File: src/hdl/tmit_defines.svh
// Offsets, field positions, reset values and timing counts of the interrupt and timer block
`ifndef TMIT_DEFINES_SVH
`define TMIT_DEFINES_SVH
`define TMIT_PRESCALE_DIV 5'd31
`define TMIT_ENTRY_CYCLES 2'd2
`define TMIT_VEC_EXT 13'h0003
`define TMIT_VEC_INT 13'h0007
`define TMIT_BIT_VERT 0
`define TMIT_BIT_ROW 1
`define TMIT_BIT_TXBUF 2
`define TMIT_BIT_TXEMPTY 3
`define TMIT_BIT_RXFULL 4
`define TMIT_BIT_PEN 5
`define TMIT_BIT_TIMER 6
`define TMIT_BIT_RTC 7
`define TMIT_SCR_CLKDIV_BIT 0
`define TMIT_MASK_RESET 8'h00
`define TMIT_FLAGS_RESET 8'h00
`endif

File: src/hdl/tmit_pkg.sv
// Types shared by the interrupt and timer block
package tmit_pkg;
    typedef enum logic [1:0] {
        TMIT_IDLE,
        TMIT_PUSH,
        TMIT_SERVICE
    } tmit_state_t;

    // Instruction strobes from the processor core, one cycle each
    typedef struct packed {
        logic start_timer;
        logic stop_timer;
        logic load_timer;
        logic jump_if_timer_flag;
        logic jump_if_no_timer_flag;
        logic ext_enable;
        logic ext_disable;
        logic int_enable;
        logic int_disable;
        logic write_mask;
        logic read_flags;
        logic return_restore_status;
        logic plain_return;
        logic instr_done;
    } tmit_cmd_t;

    // Events from the video and serial sections, one cycle each
    typedef struct packed {
        logic row_end;
        logic row_blanked;
        logic home_write;
        logic tx_buf_to_shift;
        logic tx_shift_empty;
        logic tx_buf_write;
        logic rx_buf_load;
        logic rx_buf_read;
        logic vsync;
    } tmit_evt_t;

    typedef struct packed {
        tmit_state_t state;
        logic [1:0] push_cnt;
        logic ext_sel;
        logic ext_en;
        logic int_en;
        logic run;
        logic [4:0] presc;
        logic [7:0] count;
        logic tflag;
        logic [7:0] flags;
        logic [7:0] mask;
        logic pen_prev;
        logic [4:0] blink_cnt;
        logic cursor_blink;
        logic char_blink;
        logic [4:0] row_cnt;
        logic [1:0] cpu_phase;
        logic [12:0] vector;
        logic vector_load;
        logic push_active;
        logic [4:0] restore_bits;
        logic restore_strobe;
        logic restore_full;
    } tmit_regs_t;
endpackage : tmit_pkg

File: src/hdl/tmit_core.sv
// Interrupt, interval timer, CPU clock select and blink divider of the terminal processor
//
// Behaviour
// - Eight-bit up timer sets overflow flag and internal request on FF to 00.
// - Timer advances every 32 CPU cycles; start-timer clears the prescaler.
// - After overflow the timer keeps counting, flagging every later wrap.
// - Only the two timer-flag jumps clear the overflow flag.
// - Separate external and internal master enables set and cleared by instructions.
// - Finish instruction, two push cycles, then load vector 3 or 7.
// - During service all further interrupts wait until return-restore-status.
// - Simultaneous external and internal requests: external taken first.
// - External pin is level sampled; low level while sampled requests.
// - Software can read the external pin level directly.
// - Mask register from accumulator gates each internal flag, one enables.
// - Bit 0 sets at end of the chosen row unless beyond length; read clears.
// - Bit 1 sets at each unblanked row end; home pointer write clears.
// - Bit 2 sets when transmit buffer moves to shift register; buffer write clears.
// - Bit 3 sets when both transmit stages are empty; buffer load clears.
// - Bit 4 sets on receive buffer load; receive buffer read clears.
// - Bit 5 sets on sampled falling pen edge; flag read clears.
// - Bit 6 sets on timer wrap; flag read clears.
// - Bit 7 sets on each real-time clock tick; flag read clears.
// - CPU clock is crystal undivided or divided by 1.5, per control bit 0.
// - Vsync divided by 5-bit divisor gives cursor blink; halved gives others.
// - Return-restore-status restores five saved status bits; plain return only two.
`timescale 1ns/1ps
`include "tmit_defines.svh"

module tmit_core #(
    parameter int FLAG_W = 8
) (
    input wire logic sys_clk,
    input wire logic rstn,
    input wire tmit_pkg::tmit_cmd_t cmd,
    input wire tmit_pkg::tmit_evt_t evt,
    input wire logic [7:0] acc_in,
    input wire logic [4:0] stack_status_in,
    input wire logic [4:0] vert_irq_row,
    input wire logic [4:0] vert_length,
    input wire logic [4:0] blink_divisor,
    input wire logic sys_ctrl_clkdiv,
    input wire logic external_irq_n,
    input wire logic pen_strobe_n,
    output logic cpu_clk_en,
    output logic [7:0] flags_rd,
    output logic [7:0] timer_rd,
    output logic timer_flag,
    output logic ext_pin_level,
    output logic irq_accept,
    output logic push_active,
    output logic [12:0] vector,
    output logic vector_load,
    output logic in_service,
    output logic [4:0] restore_bits,
    output logic restore_strobe,
    output logic restore_all,
    output logic cursor_blink,
    output logic char_blink
);

    tmit_pkg::tmit_regs_t r_ff;
    tmit_pkg::tmit_regs_t nxt_r;
    logic cpu_tick;
    logic wrap;
    logic ext_req;
    logic int_req;
    logic [FLAG_W-1:0] set_v;
    logic [FLAG_W-1:0] clr_v;
    logic blink_tick;
    // Per-bit flag and mask product; any one of these raises the internal class
    logic [FLAG_W-1:0] pend_v;

    // ------------------------------------------------------------
    // CPU clock enable
    // ------------------------------------------------------------
    // The CPU never gets a clock of its own: every register runs on the crystal edge
    // and the CPU-side work is qualified by cpu_tick instead.
    // The phase counter runs 0, 1, 2 while dividing; phase 2 is the swallowed edge.
    // A change of the select bit acts at once, the phase restarting from 0.
    // Divide by 1.5 passes two crystal edges out of three; no second clock domain needed
    assign cpu_tick = sys_ctrl_clkdiv ? (r_ff.cpu_phase != 2'd2) : 1'b1;
    assign cpu_clk_en = cpu_tick;

    // ------------------------------------------------------------
    // Request qualification
    // ------------------------------------------------------------
    // Timer wrap: last prescaler step of a CPU tick while the count stands at all ones
    assign wrap = cpu_tick && r_ff.run && (r_ff.presc == `TMIT_PRESCALE_DIV) && (r_ff.count == 8'hff);

    // External class needs only its pin low and its master enable; the pin is looked
    // at only on an instruction boundary in idle, so a source must hold it low until it is accepted
    assign ext_req = !external_irq_n && r_ff.ext_en;

    // Mask gating one bit at a time; a zero mask bit keeps the flag from requesting,
    // but the flag still sets so polling software can see it
    for (genvar gi = 0; gi < FLAG_W; gi++) begin : g_gate
        assign pend_v[gi] = r_ff.flags[gi] && r_ff.mask[gi];
    end
    assign int_req = (|pend_v) && r_ff.int_en;

    // Blink tick on the vsync that completes a divisor count; a divisor of zero
    // is taken as one so the blink clocks and the real-time flag never stop
    assign blink_tick = evt.vsync && ((r_ff.blink_cnt == blink_divisor - 5'd1) || (blink_divisor == 5'd0));

    // Per-bit set and clear sources of the internal flag register
    always_comb begin
        set_v = '0;
        clr_v = '0;

        // Bit 0: end of the selected row; a row number beyond the frame never matches
        set_v[`TMIT_BIT_VERT] = evt.row_end && (r_ff.row_cnt == vert_irq_row) && (vert_irq_row <= vert_length);
        clr_v[`TMIT_BIT_VERT] = cmd.read_flags;

        // Bit 1: every row end that is not blanked; a home pointer write clears it
        set_v[`TMIT_BIT_ROW] = evt.row_end && !evt.row_blanked;
        clr_v[`TMIT_BIT_ROW] = evt.home_write;

        // Bit 2: holding buffer handed its character to the shift register
        set_v[`TMIT_BIT_TXBUF] = evt.tx_buf_to_shift;
        clr_v[`TMIT_BIT_TXBUF] = evt.tx_buf_write;

        // Bit 3: shift register empty while the buffer is empty too
        set_v[`TMIT_BIT_TXEMPTY] = evt.tx_shift_empty && r_ff.flags[`TMIT_BIT_TXBUF];
        clr_v[`TMIT_BIT_TXEMPTY] = evt.tx_buf_write;

        // Bit 4: receive buffer loaded from the shift register
        set_v[`TMIT_BIT_RXFULL] = evt.rx_buf_load;
        clr_v[`TMIT_BIT_RXFULL] = evt.rx_buf_read;

        // Bit 5: falling pen edge, seen only on CPU ticks so a short glitch is missed
        set_v[`TMIT_BIT_PEN] = cpu_tick && r_ff.pen_prev && !pen_strobe_n;
        clr_v[`TMIT_BIT_PEN] = cmd.read_flags;

        // Bit 6: timer wrap, the same event that sets the overflow flag
        set_v[`TMIT_BIT_TIMER] = wrap;
        clr_v[`TMIT_BIT_TIMER] = cmd.read_flags;

        // Bit 7: real-time tick, at half the cursor blink rate
        set_v[`TMIT_BIT_RTC] = blink_tick && r_ff.cursor_blink;
        clr_v[`TMIT_BIT_RTC] = cmd.read_flags;
    end

    // ------------------------------------------------------------
    // Next-state logic
    // ------------------------------------------------------------
    always_comb begin
        nxt_r = r_ff;
        nxt_r.vector_load = 1'b0;
        // One-cycle pulses fall back unless set again below
        nxt_r.restore_strobe = 1'b0;
        nxt_r.restore_full = 1'b0;

        // Phase advances on ticks and restarts on the swallowed edge
        if (cpu_tick) begin
            nxt_r.cpu_phase = (sys_ctrl_clkdiv && r_ff.cpu_phase != 2'd2) ? r_ff.cpu_phase + 2'd1 : 2'd0;
        end else begin
            nxt_r.cpu_phase = 2'd0;
        end

        // Master enables; enable wins if software strobes both at once,
        // which the core never does
        // Master enables
        if (cmd.ext_enable) begin
            nxt_r.ext_en = 1'b1;
        end else if (cmd.ext_disable) begin
            nxt_r.ext_en = 1'b0;
        end
        if (cmd.int_enable) begin
            nxt_r.int_en = 1'b1;
        end else if (cmd.int_disable) begin
            nxt_r.int_en = 1'b0;
        end

        // Mask is written whole from the accumulator; there is no read path
        if (cmd.write_mask) begin
            nxt_r.mask = acc_in;
        end

        // Timer: stop, start and load act on the instruction cycle
        // Start clears the prescaler so the first count is a full one;
        // stop leaves both prescaler and count where they are.
        // Counting has no reload: after a wrap it simply goes on from zero
        if (cmd.stop_timer) begin
            nxt_r.run = 1'b0;
        end
        if (cmd.start_timer) begin
            nxt_r.run = 1'b1;
            nxt_r.presc = 5'd0;
        end else if (cpu_tick && r_ff.run) begin
            nxt_r.presc = r_ff.presc + 5'd1;
            if (r_ff.presc == `TMIT_PRESCALE_DIV) begin
                nxt_r.count = r_ff.count + 8'd1;
            end
        end
        // Load wins over a count step in the same cycle
        if (cmd.load_timer) begin
            nxt_r.count = acc_in;
        end

        // Set wins over the jump clear so a wrap in that cycle is kept
        if (wrap) begin
            nxt_r.tflag = 1'b1;
        end else if (cmd.jump_if_timer_flag || cmd.jump_if_no_timer_flag) begin
            nxt_r.tflag = 1'b0;
        end

        // Internal flags, set beats clear
        nxt_r.flags = (r_ff.flags & ~clr_v) | set_v;
        if (cpu_tick) begin
            nxt_r.pen_prev = pen_strobe_n;
        end

        // Row counter for the vertical row match
        if (evt.vsync) begin
            nxt_r.row_cnt = 5'd0;
        end else if (evt.row_end) begin
            nxt_r.row_cnt = r_ff.row_cnt + 5'd1;
        end

        // Blink divider; a divisor of zero is treated as one
        // Char blink toggles on every second cursor toggle, giving the halving
        if (evt.vsync) begin
            if (blink_tick || blink_divisor == 5'd0) begin
                nxt_r.blink_cnt = 5'd0;
                nxt_r.cursor_blink = !r_ff.cursor_blink;
                if (r_ff.cursor_blink) begin
                    nxt_r.char_blink = !r_ff.char_blink;
                end
            end else begin
                nxt_r.blink_cnt = r_ff.blink_cnt + 5'd1;
            end
        end

        // Interrupt entry and lockout
        // Requests are only looked at on an instruction boundary in idle; from
        // acceptance to the restoring return everything else waits, so a long
        // handler delays both classes
        case (r_ff.state)
            tmit_pkg::TMIT_IDLE: begin
                if (cmd.instr_done && (ext_req || int_req)) begin
                    nxt_r.state = tmit_pkg::TMIT_PUSH;
                    nxt_r.ext_sel = ext_req;
                    nxt_r.push_cnt = 2'd0;
                    nxt_r.push_active = 1'b1;
                end
            end
            tmit_pkg::TMIT_PUSH: begin
                if (cpu_tick) begin
                    if (r_ff.push_cnt == `TMIT_ENTRY_CYCLES - 2'd1) begin
                        nxt_r.state = tmit_pkg::TMIT_SERVICE;
                        nxt_r.push_active = 1'b0;
                        nxt_r.vector = r_ff.ext_sel ? `TMIT_VEC_EXT : `TMIT_VEC_INT;
                        nxt_r.vector_load = 1'b1;
                    end else begin
                        nxt_r.push_cnt = r_ff.push_cnt + 2'd1;
                    end
                end
            end
            tmit_pkg::TMIT_SERVICE: begin
                if (cmd.return_restore_status) begin
                    nxt_r.state = tmit_pkg::TMIT_IDLE;
                end
            end
            default: begin
                nxt_r.state = tmit_pkg::TMIT_IDLE;
            end
        endcase
        // Status restore on either return
        if (cmd.return_restore_status || cmd.plain_return) begin
            nxt_r.restore_bits = stack_status_in;
            nxt_r.restore_strobe = 1'b1;
            nxt_r.restore_full = cmd.return_restore_status;
        end
    end

    // ------------------------------------------------------------
    // State register
    // ------------------------------------------------------------
    always_ff @(posedge sys_clk or negedge rstn) begin
        if (!rstn) begin
            // Everything clear and stopped; pen history starts high, the idle pin level,
            // so no false pen edge follows reset
            r_ff <= '{
                state: tmit_pkg::TMIT_IDLE,
                push_cnt: 2'd0,
                ext_sel: 1'b0,
                ext_en: 1'b0,
                int_en: 1'b0,
                run: 1'b0,
                presc: 5'd0,
                count: 8'h00,
                tflag: 1'b0,
                flags: `TMIT_FLAGS_RESET,
                mask: `TMIT_MASK_RESET,
                pen_prev: 1'b1,
                blink_cnt: 5'd0,
                cursor_blink: 1'b0,
                char_blink: 1'b0,
                row_cnt: 5'd0,
                cpu_phase: 2'd0,
                vector: 13'h0000,
                vector_load: 1'b0,
                push_active: 1'b0,
                restore_bits: 5'd0,
                restore_strobe: 1'b0,
                restore_full: 1'b0
            };
        end else begin
            r_ff <= nxt_r;
        end
    end

    // ------------------------------------------------------------
    // Outputs
    // ------------------------------------------------------------
    assign flags_rd = r_ff.flags;
    assign timer_rd = r_ff.count;
    assign timer_flag = r_ff.tflag;
    assign ext_pin_level = external_irq_n;
    assign irq_accept = (r_ff.state == tmit_pkg::TMIT_IDLE) && cmd.instr_done && (ext_req || int_req);
    assign push_active = r_ff.push_active;
    assign vector = r_ff.vector;
    assign vector_load = r_ff.vector_load;
    assign in_service = (r_ff.state != tmit_pkg::TMIT_IDLE);
    assign restore_bits = r_ff.restore_bits;
    assign restore_strobe = r_ff.restore_strobe;
    // Plain return restores only the two bank bits; the core reads this to pick.
    // The kind of return is registered, as a plain return may come outside service
    assign restore_all = r_ff.restore_strobe && r_ff.restore_full;
    assign cursor_blink = r_ff.cursor_blink;
    assign char_blink = r_ff.char_blink;

endmodule : tmit_core

File: config.mk
export PLATFORM = sky130hd
export DESIGN_NAME = tmit_core
export DESIGN_NICKNAME = d
export VERILOG_FILES = /design/src/hdl/tmit_pkg.sv /design/src/hdl/tmit_core.sv
export VERILOG_INCLUDE_DIRS = /design/src /design/src/hdl
export SDC_FILE = /design/constraint.sdc
export NUM_CORES = 1
export LEC_CHECK = 0
export BUFFER_PORTS_ARGS = -buffer_cell sky130_fd_sc_hd__buf_2
export CAP_MARGIN = 10
export CORE_UTILIZATION = 47
export CTS_CLUSTER_DIAMETER = 80
export DETAILED_ROUTE_END_ITERATION = 16
export HOLD_SLACK_MARGIN = 0.08
export MAX_ROUTING_LAYER = met4
export PLACE_DENSITY = 0.77
export REMOVE_ABC_BUFFERS = 1
export SLEW_MARGIN = 20
export SYNTH_ARGS = -nofsm -noshare
export SYNTH_HDL_FRONTEND = slang
export SYNTH_SLANG_ARGS = --single-unit
File: constraint.sdc
create_clock -name sys_clk -period 1.7 [get_ports sys_clk]
set_input_delay 0.17 -clock sys_clk [delete_from_list [all_inputs] [get_ports sys_clk]]
set_output_delay 0.17 -clock sys_clk [all_outputs]
set_load 0.1 [all_outputs]
==> results of run 1 <==
[worst max-delay path by stage]
stage / slack [ns] / end / start / cells after the start
detailed placement: -0.13 / r_ff[31] / blink_divisor[0] / 9
global route: -0.16 / irq_accept / r_ff[38] / 5
CTS: -0.09 / irq_accept / flags_rd[0] / 5
global placement: -0.05 / r_ff[31] / blink_divisor[0] / 9
finish: -0.05 / irq_accept / flags_rd[0] / 5
floorplan: -0.81 / r_ff[70] / flags_rd[1] / 5
[critical path, cell delays in order, from the launching register on]
cell and delay (ns):
dfrtp_1 0.39, a22oi_2 0.20, nand4_1 0.15, a21o_1 0.20, and3_4 0.16, buf_12 0.16
[metrics by stage]
stage | setup slack, ns | total power (µW) | utilization | instance area (µm²)
finish | -0.0536 | 5810 | 0.650 | 4460
global route | -0.157 | 6140 | 0.650 | 4460
floorplan | -0.813 | 3760 | - | 3130
CTS | -0.0879 | 5760 | 0.635 | 4360
global placement | -0.0524 | 4310 | 0.564 | 3870
detailed placement | -0.130 | 4370 | 0.564 | 3870
[registers in the layout (all words and copies together), names as in the netlist]
register / flops
restore_bits: 5
vector_load: 1
r_ff: 35
cursor_blink: 1
restore_strobe: 1
timer_flag: 1
timer_rd: 8
vector: 2
char_blink: 1
flags_rd: 8
push_active: 1
[timing repair]
item | 4_1_cts | 5_1_grt
hold endpoints to repair | 84 | 0
endpoints found under the setup margin | 8 | 15
gates resized for setup | 13 | 22
hold buffers | 22 | 0
setup buffers | 3 | 5
pin swaps | 7 | 10
gates cloned | 0 | 0
[metal layers]
layer	vias to the layer above	wire, µm	track usage
met1	1292	3170	0.249
met2	71	3690	0.359
met4	0	36	0.0409
li1	1331	-	-
met3	5	275	0.0524
met5	-	0	-
[cell usage after synthesis (6+ instances only)]
cell / instances / share of area
a21oi_1: 10 / 0.015
mux2_2: 15 / 0.050
xor2_1: 17 / 0.044
nand4_1: 8 / 0.015
nor2_1: 22 / 0.024
xnor2_1: 8 / 0.021
dfrtp_1: 63 / 0.47
a21o_1: 7 / 0.016
nand2_1: 26 / 0.029
buf_4: 35 / 0.078
inv_1: 31 / 0.034
o22ai_1: 6 / 0.011
nand3_1: 13 / 0.019
ha_1: 13 / 0.048
o21ai_0: 18 / 0.027
[power groups by stage]
| stage | Combinational (µW) | Sequential, µW | Clock, µW |
|---|---|---|---|
| finish | 2550 | 2010 | 1260 |
| floorplan | 977 | 2780 | 0 |
| global placement | 2300 | 2020 | 0 |
| CTS | 2440 | 2010 | 1310 |
| global route | 2740 | 2050 | 1360 |
| detailed placement | 2340 | 2030 | 0 |
[final cells by class]
type / instances / share of cell area
Inverter: 31 / 0.0261
Clock inverter: 7 / 0.0160
Timing Repair Buffer: 140 / 0.209
Tap cell: 96 / 0.0269
Multi-Input combinational cell: 209 / 0.334
Clock buffer: 9 / 0.0278
Sequential cell: 64 / 0.359
[kinds of logic (layout without fill, tap and decap cells)]
group | count (synthesis) | after routing
flops | 64 | 64
mux | 17 | 17
fa+ha+maj | 13 | 13
buf+inv | 72 | 187
simple gates | 89 | 89
other cells | 1 | 10
xor+xnor | 25 | 25
compound gates | 55 | 55
==> results.tsv, run 1 <==
metric	value	unit
critical_path_class	reg2out	
rows	30	
fp.coreArea	6870	µm²
clock_sinks	64	
clkLatencyLatePin	0.33	ns
n_fill_cell	570	
portBuffers	90	
power.switching	2580	µW
cts_buffers	9	
syn_avg_cell_area	10.1	µm²
synth.distinct_cells	41	
cts_max_level	3	
power.leakage	0.00220	µW
drcViolationCount	0	
combPwrFrac	0.438	
r2r_cells	6	
tns	-0.0791	ns
fin_crit	1.75	ns
hold_ws	0.0937	ns
drv_cap	0	
synth_fa_ha_area_frac	0.0482	
cts_buffer_depth	2	
antenna_found_initial	0	
final_antenna_net_count	0	
cts-root-buf	clkbuf_8	
ir_drop	0.920	mV
pwr-share-seq	0.346	
fp.dieW	86.8	µm
synth_xor_area_frac	0.0648	
seqCellArea	1600	µm²
netlist_area	3380	µm²
violations	setup timing	
setup_ws	-0.0536	ns
drive_gt1_frac	0.374	
synth_top_family_by_area	simple AND/OR/NAND/NOR gates	
fmax	0.570	GHz
synth_enable_flop_cells	0	
grt_pass1_wl	11700	µm
vias	2699	
final-instance-count-excl-fill	556	
dp.cells	510	
synth_compound_area_frac	0.105	
syn_to_final_growth	32.2	%
synth_ff_type	dfrtp_1	
synth-seq-cells	64	
muxShareOfSynthArea	0.0559	
multi_input_area	1490	µm²
final_common_cell	buf_2	
synth-simple-area-share	0.132	
intPower	3230	µW
grt_pass1_vias	2615	
ioPinCount	101	
synthArstFlopShare	1.00	
initial_utilization	0.492	
pwr-share-clk	0.216	
cts_tree	yes	
worstHoldEndpoint	flags_rd[5]	
overflow	0	
path_clk_slew	0.07	ns
mostFrequentLayoutCells	88 x buf_2, 62 x dfrtp_1, 31 x inv_1	
routabilityCongestion	0.831	
fin_skew	0.00600	ns
gr-usage-all-layers	0.208	
min_from	cmd[3]	
routed_wl	7170	µm
powerDensity	1300	nW/µm²
yosysWarnings	0	
cp.required	1.53	ns
die_y	86.8	µm
endpoint_kind	primary output	
swShare	0.444	
hold_viol	0	
hold_class	in2reg	
wl_per_cell	12.9	µm
first_pass_iters	4	
drt_iter0_drc	82	
rrSetupSlack	-0.03	ns
timing.rr.end	r_ff[31]	
start_kind	flip-flop	
synthCells	336	
min_period_over_period	1.03	
grt_setup_unrepaired	true	
setup_violations	2	
cp_data_arrival_time	1.58	ns
maxSlewViolCount	0	
cp_max_fo	2	
status	complete, but fails checks	
vias_per_cell	4.85	
hold_depth	2	
die_area	7530	µm²
dp_hpwl	4980	µm
synth_seq_area_share	0.475	
reg2reg_from	r_ff[34]	
layout.nets	524	
diodes	0	
grt_max_degree	65	
(Power assumes the default switching activity.)
==> run 2: changes to the inputs <==
--- a/config.mk
+++ b/config.mk
@@ -8,6 +8,7 @@
 export LEC_CHECK = 0
 export BUFFER_PORTS_ARGS = -buffer_cell sky130_fd_sc_hd__buf_2
 export CAP_MARGIN = 10
+export CORE_ASPECT_RATIO = 0.8
 export CORE_UTILIZATION = 47
 export CTS_CLUSTER_DIAMETER = 80
 export DETAILED_ROUTE_END_ITERATION = 16
==> run 2 against run 1 <==
Effect of this change:
- the run still ends with setup timing left
- die area barely moved
- cell count fell by 0.90%
- sequential cell count did not move
- largest power group unchanged
- sequential power barely moved
- largest cell class unchanged
- routed wire length rose by 5.3%
- worst hold slack improved by 0.018 ns
- clock-buffer cell count did not move
- highest routed layer unchanged
- maximum frequency fell by 3.1%
- sequential share of layout area fell by 0.51 points
==> results.tsv, run 2 (synthesized netlist as in run 1, its figures left out) <==
metric	value	unit
seqCellArea	1600	µm²
fmax	0.553	GHz
critical_path_class	reg2out	
grt_max_degree	35	
dp.cells	500	
timing.rr.end	r_ff[34]	
drv_cap	0	
start_kind	flip-flop	
clock_sinks	64	
fp.dieW	96.8	µm
grt_pass1_wl	12100	µm
path_cells	a22oi_2 > nand4_1 > a21o_1 > and3_4 > buf_12	
multi_input_area	1490	µm²
largest_reg_flops	35	
initial_utilization	0.488	
reg2reg_from	r_ff[35]	
cts_tree	yes	
layout.nets	528	
hold_class	in2reg	
tightestPinTransition	0.500	ns
final_antenna_net_count	0	
fin_crit	1.81	ns
hold_viol	0	
hold_depth	2	
cts-root-buf	clkbuf_8	
worstHoldEndpoint	r_ff[66]	
final_cell_area	4530	µm²
fp.coreArea	6930	µm²
rrSetupSlack	-0.08	ns
drt_iter0_drc	101	
ioPinCount	101	
drive_gt1_frac	0.366	
dp_hpwl	5050	µm
n_fill_cell	521	
diodes	0	
vias	2712	
syn_to_final_growth	34.0	%
cp_max_fo	2	
endpoint_kind	primary output	
r2r_cells	7	
vias_per_cell	4.92	
place_ws	-0.151	ns
min_period_over_period	1.06	
die_area	7530	µm²
mostFrequentLayoutCells	88 x buf_2, 62 x dfrtp_1, 31 x inv_1	
status	complete, but fails checks	
violations	setup timing	
drcViolationCount	0	
cp_data_arrival_time	1.64	ns
largest_register	r_ff	
final-instance-count-excl-fill	551	
place_area	3850	µm²
fin_skew	0.0126	ns
cts_buffer_depth	2	
ir_drop	0.861	mV
path_clk_slew	0.08	ns
final_common_cell	buf_2	
first_pass_iters	4	
routabilityCongestion	0.827	
powerDensity	1330	nW/µm²
overflow	0	
cts_buffers	9	
portBuffers	90	
cts_max_level	3	
die_y	77.8	µm
power.leakage	0.00223	µW
relSlewSlack	0.665	
setup_violations	3	
tns	-0.188	ns
rows	27	
gr-usage-all-layers	0.213	
grt_setup_unrepaired	true	
maxSlewViolCount	0	
wl_per_cell	13.7	µm
cp.required	1.53	ns
slowest_delay	0.40	ns
routed_wl	7550	µm
critical_path.top_delay_family	compound AO/OA/AOI/OAI gates	
cp.buffers_inverters	1	
min_from	cmd[13]	
grt_pass1_vias	2535	
hold_ws	0.111	ns
setup_ws	-0.110	ns
slowest_stage	dfrtp_1	
clkLatencyLatePin	0.35	ns
antenna_found_initial	0	
[run 2: cell types whose count changed in the layout (fill, tap and decap cells not counted), moves of 2 or more]
cell	previous run	this run
buf_4	24	22
clkinv_2	2	0
clkinv_4	0	2
clkinvlp_4	3	1
dlygate4sd3_1	22	29
nor2_1	22	20
nor2_2	0	2
[run 2: routing by layer]
layer | share of wire | wire length [µm] | GRT usage | vias up
met1 | 0.43 | 3260 | 0.260 | 1280
met3 | 0.048 | 364 | 0.0613 | 14
met2 | 0.50 | 3770 | 0.342 | 80
met5 | 0 | 0 | - | -
met4 | 0.020 | 152 | 0.0701 | 0
li1 | - | - | - | 1338
[run 2: cell type report]
type | count | share of cell area
Tap cell | 87 | 0.0240
Timing Repair Buffer | 144 | 0.216
Clock inverter | 7 | 0.0227
Sequential cell | 64 | 0.354
Inverter | 31 | 0.0257
Clock buffer | 9 | 0.0274
Multi-Input combinational cell | 209 | 0.330
[run 2: worst register-to-register path: cells and delay by family, from the launching register on]
kind	cells	cell delay, ns
and+or+nand+nor	2	0.68
buffers and inverters	1	0.14
AOI/OAI and AO/OA	4	0.44
DFF	1	0.43
[run 2: worst max-delay path by stage]
stage / depth (start not counted) / endpoint / slack (ns) / startpoint
global route: 5 / irq_accept / -0.16 / r_ff[39]
finish: 5 / irq_accept / -0.11 / flags_rd[3]
detailed placement: 9 / char_blink / -0.15 / blink_divisor[0]
floorplan: 5 / r_ff[70] / -0.81 / flags_rd[1]
CTS: 5 / irq_accept / -0.1 / flags_rd[3]
global placement: 9 / r_ff[31] / -0.08 / blink_divisor[0]
[run 2: timing repair]
action / CTS / global route
hold buffers: 29 / 0
endpoints found under the setup margin: 8 / 17
gates resized for setup: 14 / 22
pin swaps: 5 / 8
hold endpoints to repair: 54 / 0
setup buffers: 3 / 4
[run 2: where the power goes]
part	internal (µW)	switching (µW)
Sequential	1790	226
Clock	840	623
Combinational	740	1780
Total	3370	2630
[run 2: per-stage QoR]
step / util / power (µW)
global placement: 0.557 / 4290
CTS: 0.641 / 5940
floorplan: - / 3760
detailed placement: 0.557 / 4340
finish: 0.654 / 6000
global route: 0.654 / 6310
==> run 3: changes to the inputs <==
--- a/config.mk
+++ b/config.mk
@@ -14,7 +14,7 @@
 export DETAILED_ROUTE_END_ITERATION = 16
 export HOLD_SLACK_MARGIN = 0.08
 export MAX_ROUTING_LAYER = met4
-export PLACE_DENSITY = 0.77
+export PLACE_DENSITY = 0.79
 export REMOVE_ABC_BUFFERS = 1
 export SLEW_MARGIN = 20
 export SYNTH_ARGS = -nofsm -noshare
==> run 3 against run 2 <==
Effect of this change:
- the run still ends with setup timing left
- global-route usage is 0.12 points lower
- worst setup slack better by 0.0017 ns
- cell count increased by 0.54%
- combinational power about the same
- routed wire length shrank 1.0%
- worst hold slack worse by 0.0076 ns
- non-clock buffer count up 3
- clock-buffer cell count up 2
- critical path type unchanged
- largest power group unchanged
==> results.tsv, run 3 (synthesized netlist as in run 1, its figures left out) <==
metric	value	unit
cp_max_fo	2	
violations	setup timing	
path_cells	a22oi_2 > nand4_1 > a21o_1 > and3_4 > buf_12	
grt_pass1_vias	2731	
fp.dieW	96.8	µm
initial_utilization	0.488	
clock_sinks	64	
rows	27	
largest_register	r_ff	
critical_path_class	reg2out	
cp.required	1.53	ns
die_area	7530	µm²
start_kind	flip-flop	
setup_ws	-0.108	ns
cp_data_arrival_time	1.64	ns
status	complete, but fails checks	
fin_util	0.645	
drv_cap	0	
layout.nets	531	
vias_per_cell	4.94	
path_clk_slew	0.07	ns
setup_violations	9	
final_antenna_net_count	0	
min_period_over_period	1.06	
largest_reg_flops	35	
grt_max_degree	30	
grt_pass1_wl	12300	µm
overflow	0	
reg2reg_from	r_ff[62]	
powerDensity	1270	nW/µm²
wl_per_cell	13.5	µm
endpoint	irq_accept	
rrSetupSlack	-0.08	ns
slowest_delay	0.41	ns
ioPinCount	101	
hold_class	in2reg	
hold_viol	0	
relSlewSlack	0.645	
crit_start	r_ff[37]	
gr-usage-all-layers	0.212	
drt_iter0_drc	77	
timing.rr.end	timer_rd[7]	
maxSlewViolCount	0	
hold_ws	0.104	ns
final_common_cell	buf_2	
routed_wl	7470	µm
fin_crit	1.81	ns
cts_buffers	9	
first_pass_iters	5	
drcViolationCount	0	
place_ws	-0.130	ns
cts-root-buf	clkbuf_8	
diodes	0	
n_fill_cell	567	
power.leakage	0.00222	µW
min_from	cmd[5]	
cts_tree	yes	
portBuffers	90	
fin_skew	0.0101	ns
grt_setup_unrepaired	true	
endpoint_kind	primary output	
fmax	0.553	GHz
ir_drop	0.754	mV
cts_buffer_depth	2	
clkLatencyLatePin	0.33	ns
fp.coreArea	6930	µm²
die_y	77.8	µm
vias	2738	
drive_gt1_frac	0.366	
routabilityCongestion	0.814	
slowest_stage	dfrtp_1	
syn_to_final_growth	32.3	%
mostFrequentLayoutCells	88 x buf_2, 62 x dfrtp_1, 31 x inv_1	
cts_max_level	3	
r2r_cells	8	
tightestPinTransition	0.532	ns
antenna_found_initial	0	
dp_hpwl	5370	µm
run 3: metrics by stage:
stage | area (µm²) | std cells | total power [µW] | TNS, ns
floorplan | 3130 | 304 | 3760 | -5.49
global placement | 3860 | 501 | 4280 | -0.122
detailed placement | 3860 | 501 | 4350 | -0.680
CTS | 4420 | 551 | 5670 | -0.120
global route | 4470 | 554 | 5990 | -1.32
finish | 4470 | 554 | 5680 | -0.303
run 3: how the worst min path moves through the flow:
stage	slack [ns]	endpoint	depth (start not counted)
floorplan	-0.13	char_blink	0
global placement	0.17	timer_rd[1]	1
detailed placement	0.17	r_ff[66]	1
global route	0.09	r_ff[36]	2
CTS	0.09	r_ff[68]	3
finish	0.10	r_ff[68]	3
run 3: what timing repair did:
item                       CTS  global route
hold endpoints to repair    44             0
setup buffers                9             3
gates resized for setup     16            13
setup endpoints to repair    9            16
hold buffers                25             0
pin swaps                   12            11
run 3: power by group:
part           internal [µW]  switching, µW
combinational            763           1770
sequential              1790            223
clock                    563            570
total                   3120           2560
run 3: layout make-up:
class	instances	area [µm²]	area share
Clock buffer	11	141	0.0317
Clock inverter	5	32.5	0.00728
Inverter	31	116	0.0261
Multi-Input combinational cell	209	1470	0.330
Sequential cell	64	1600	0.359
Tap cell	87	109	0.0244
Timing Repair Buffer	147	991	0.222
run 3: critical path: cells and delay by family (launching register included):
| family | cells | cell delay (ns) |
|---|---|---|
| buf+inv | 1 | 0.16 |
| flops | 1 | 0.41 |
| simple gates | 2 | 0.33 |
| compound gates | 2 | 0.40 |
run 3: layer usage:
| layer | vias up | track usage | routed length [µm] |
|---|---|---|---|
| li1 | 1343 | - | - |
| met1 | 1324 | 0.239 | 3220 |
| met2 | 67 | 0.368 | 3870 |
| met3 | 4 | 0.0667 | 342 |
| met4 | 0 | 0.0493 | 34 |
| met5 | - | - | 0 |
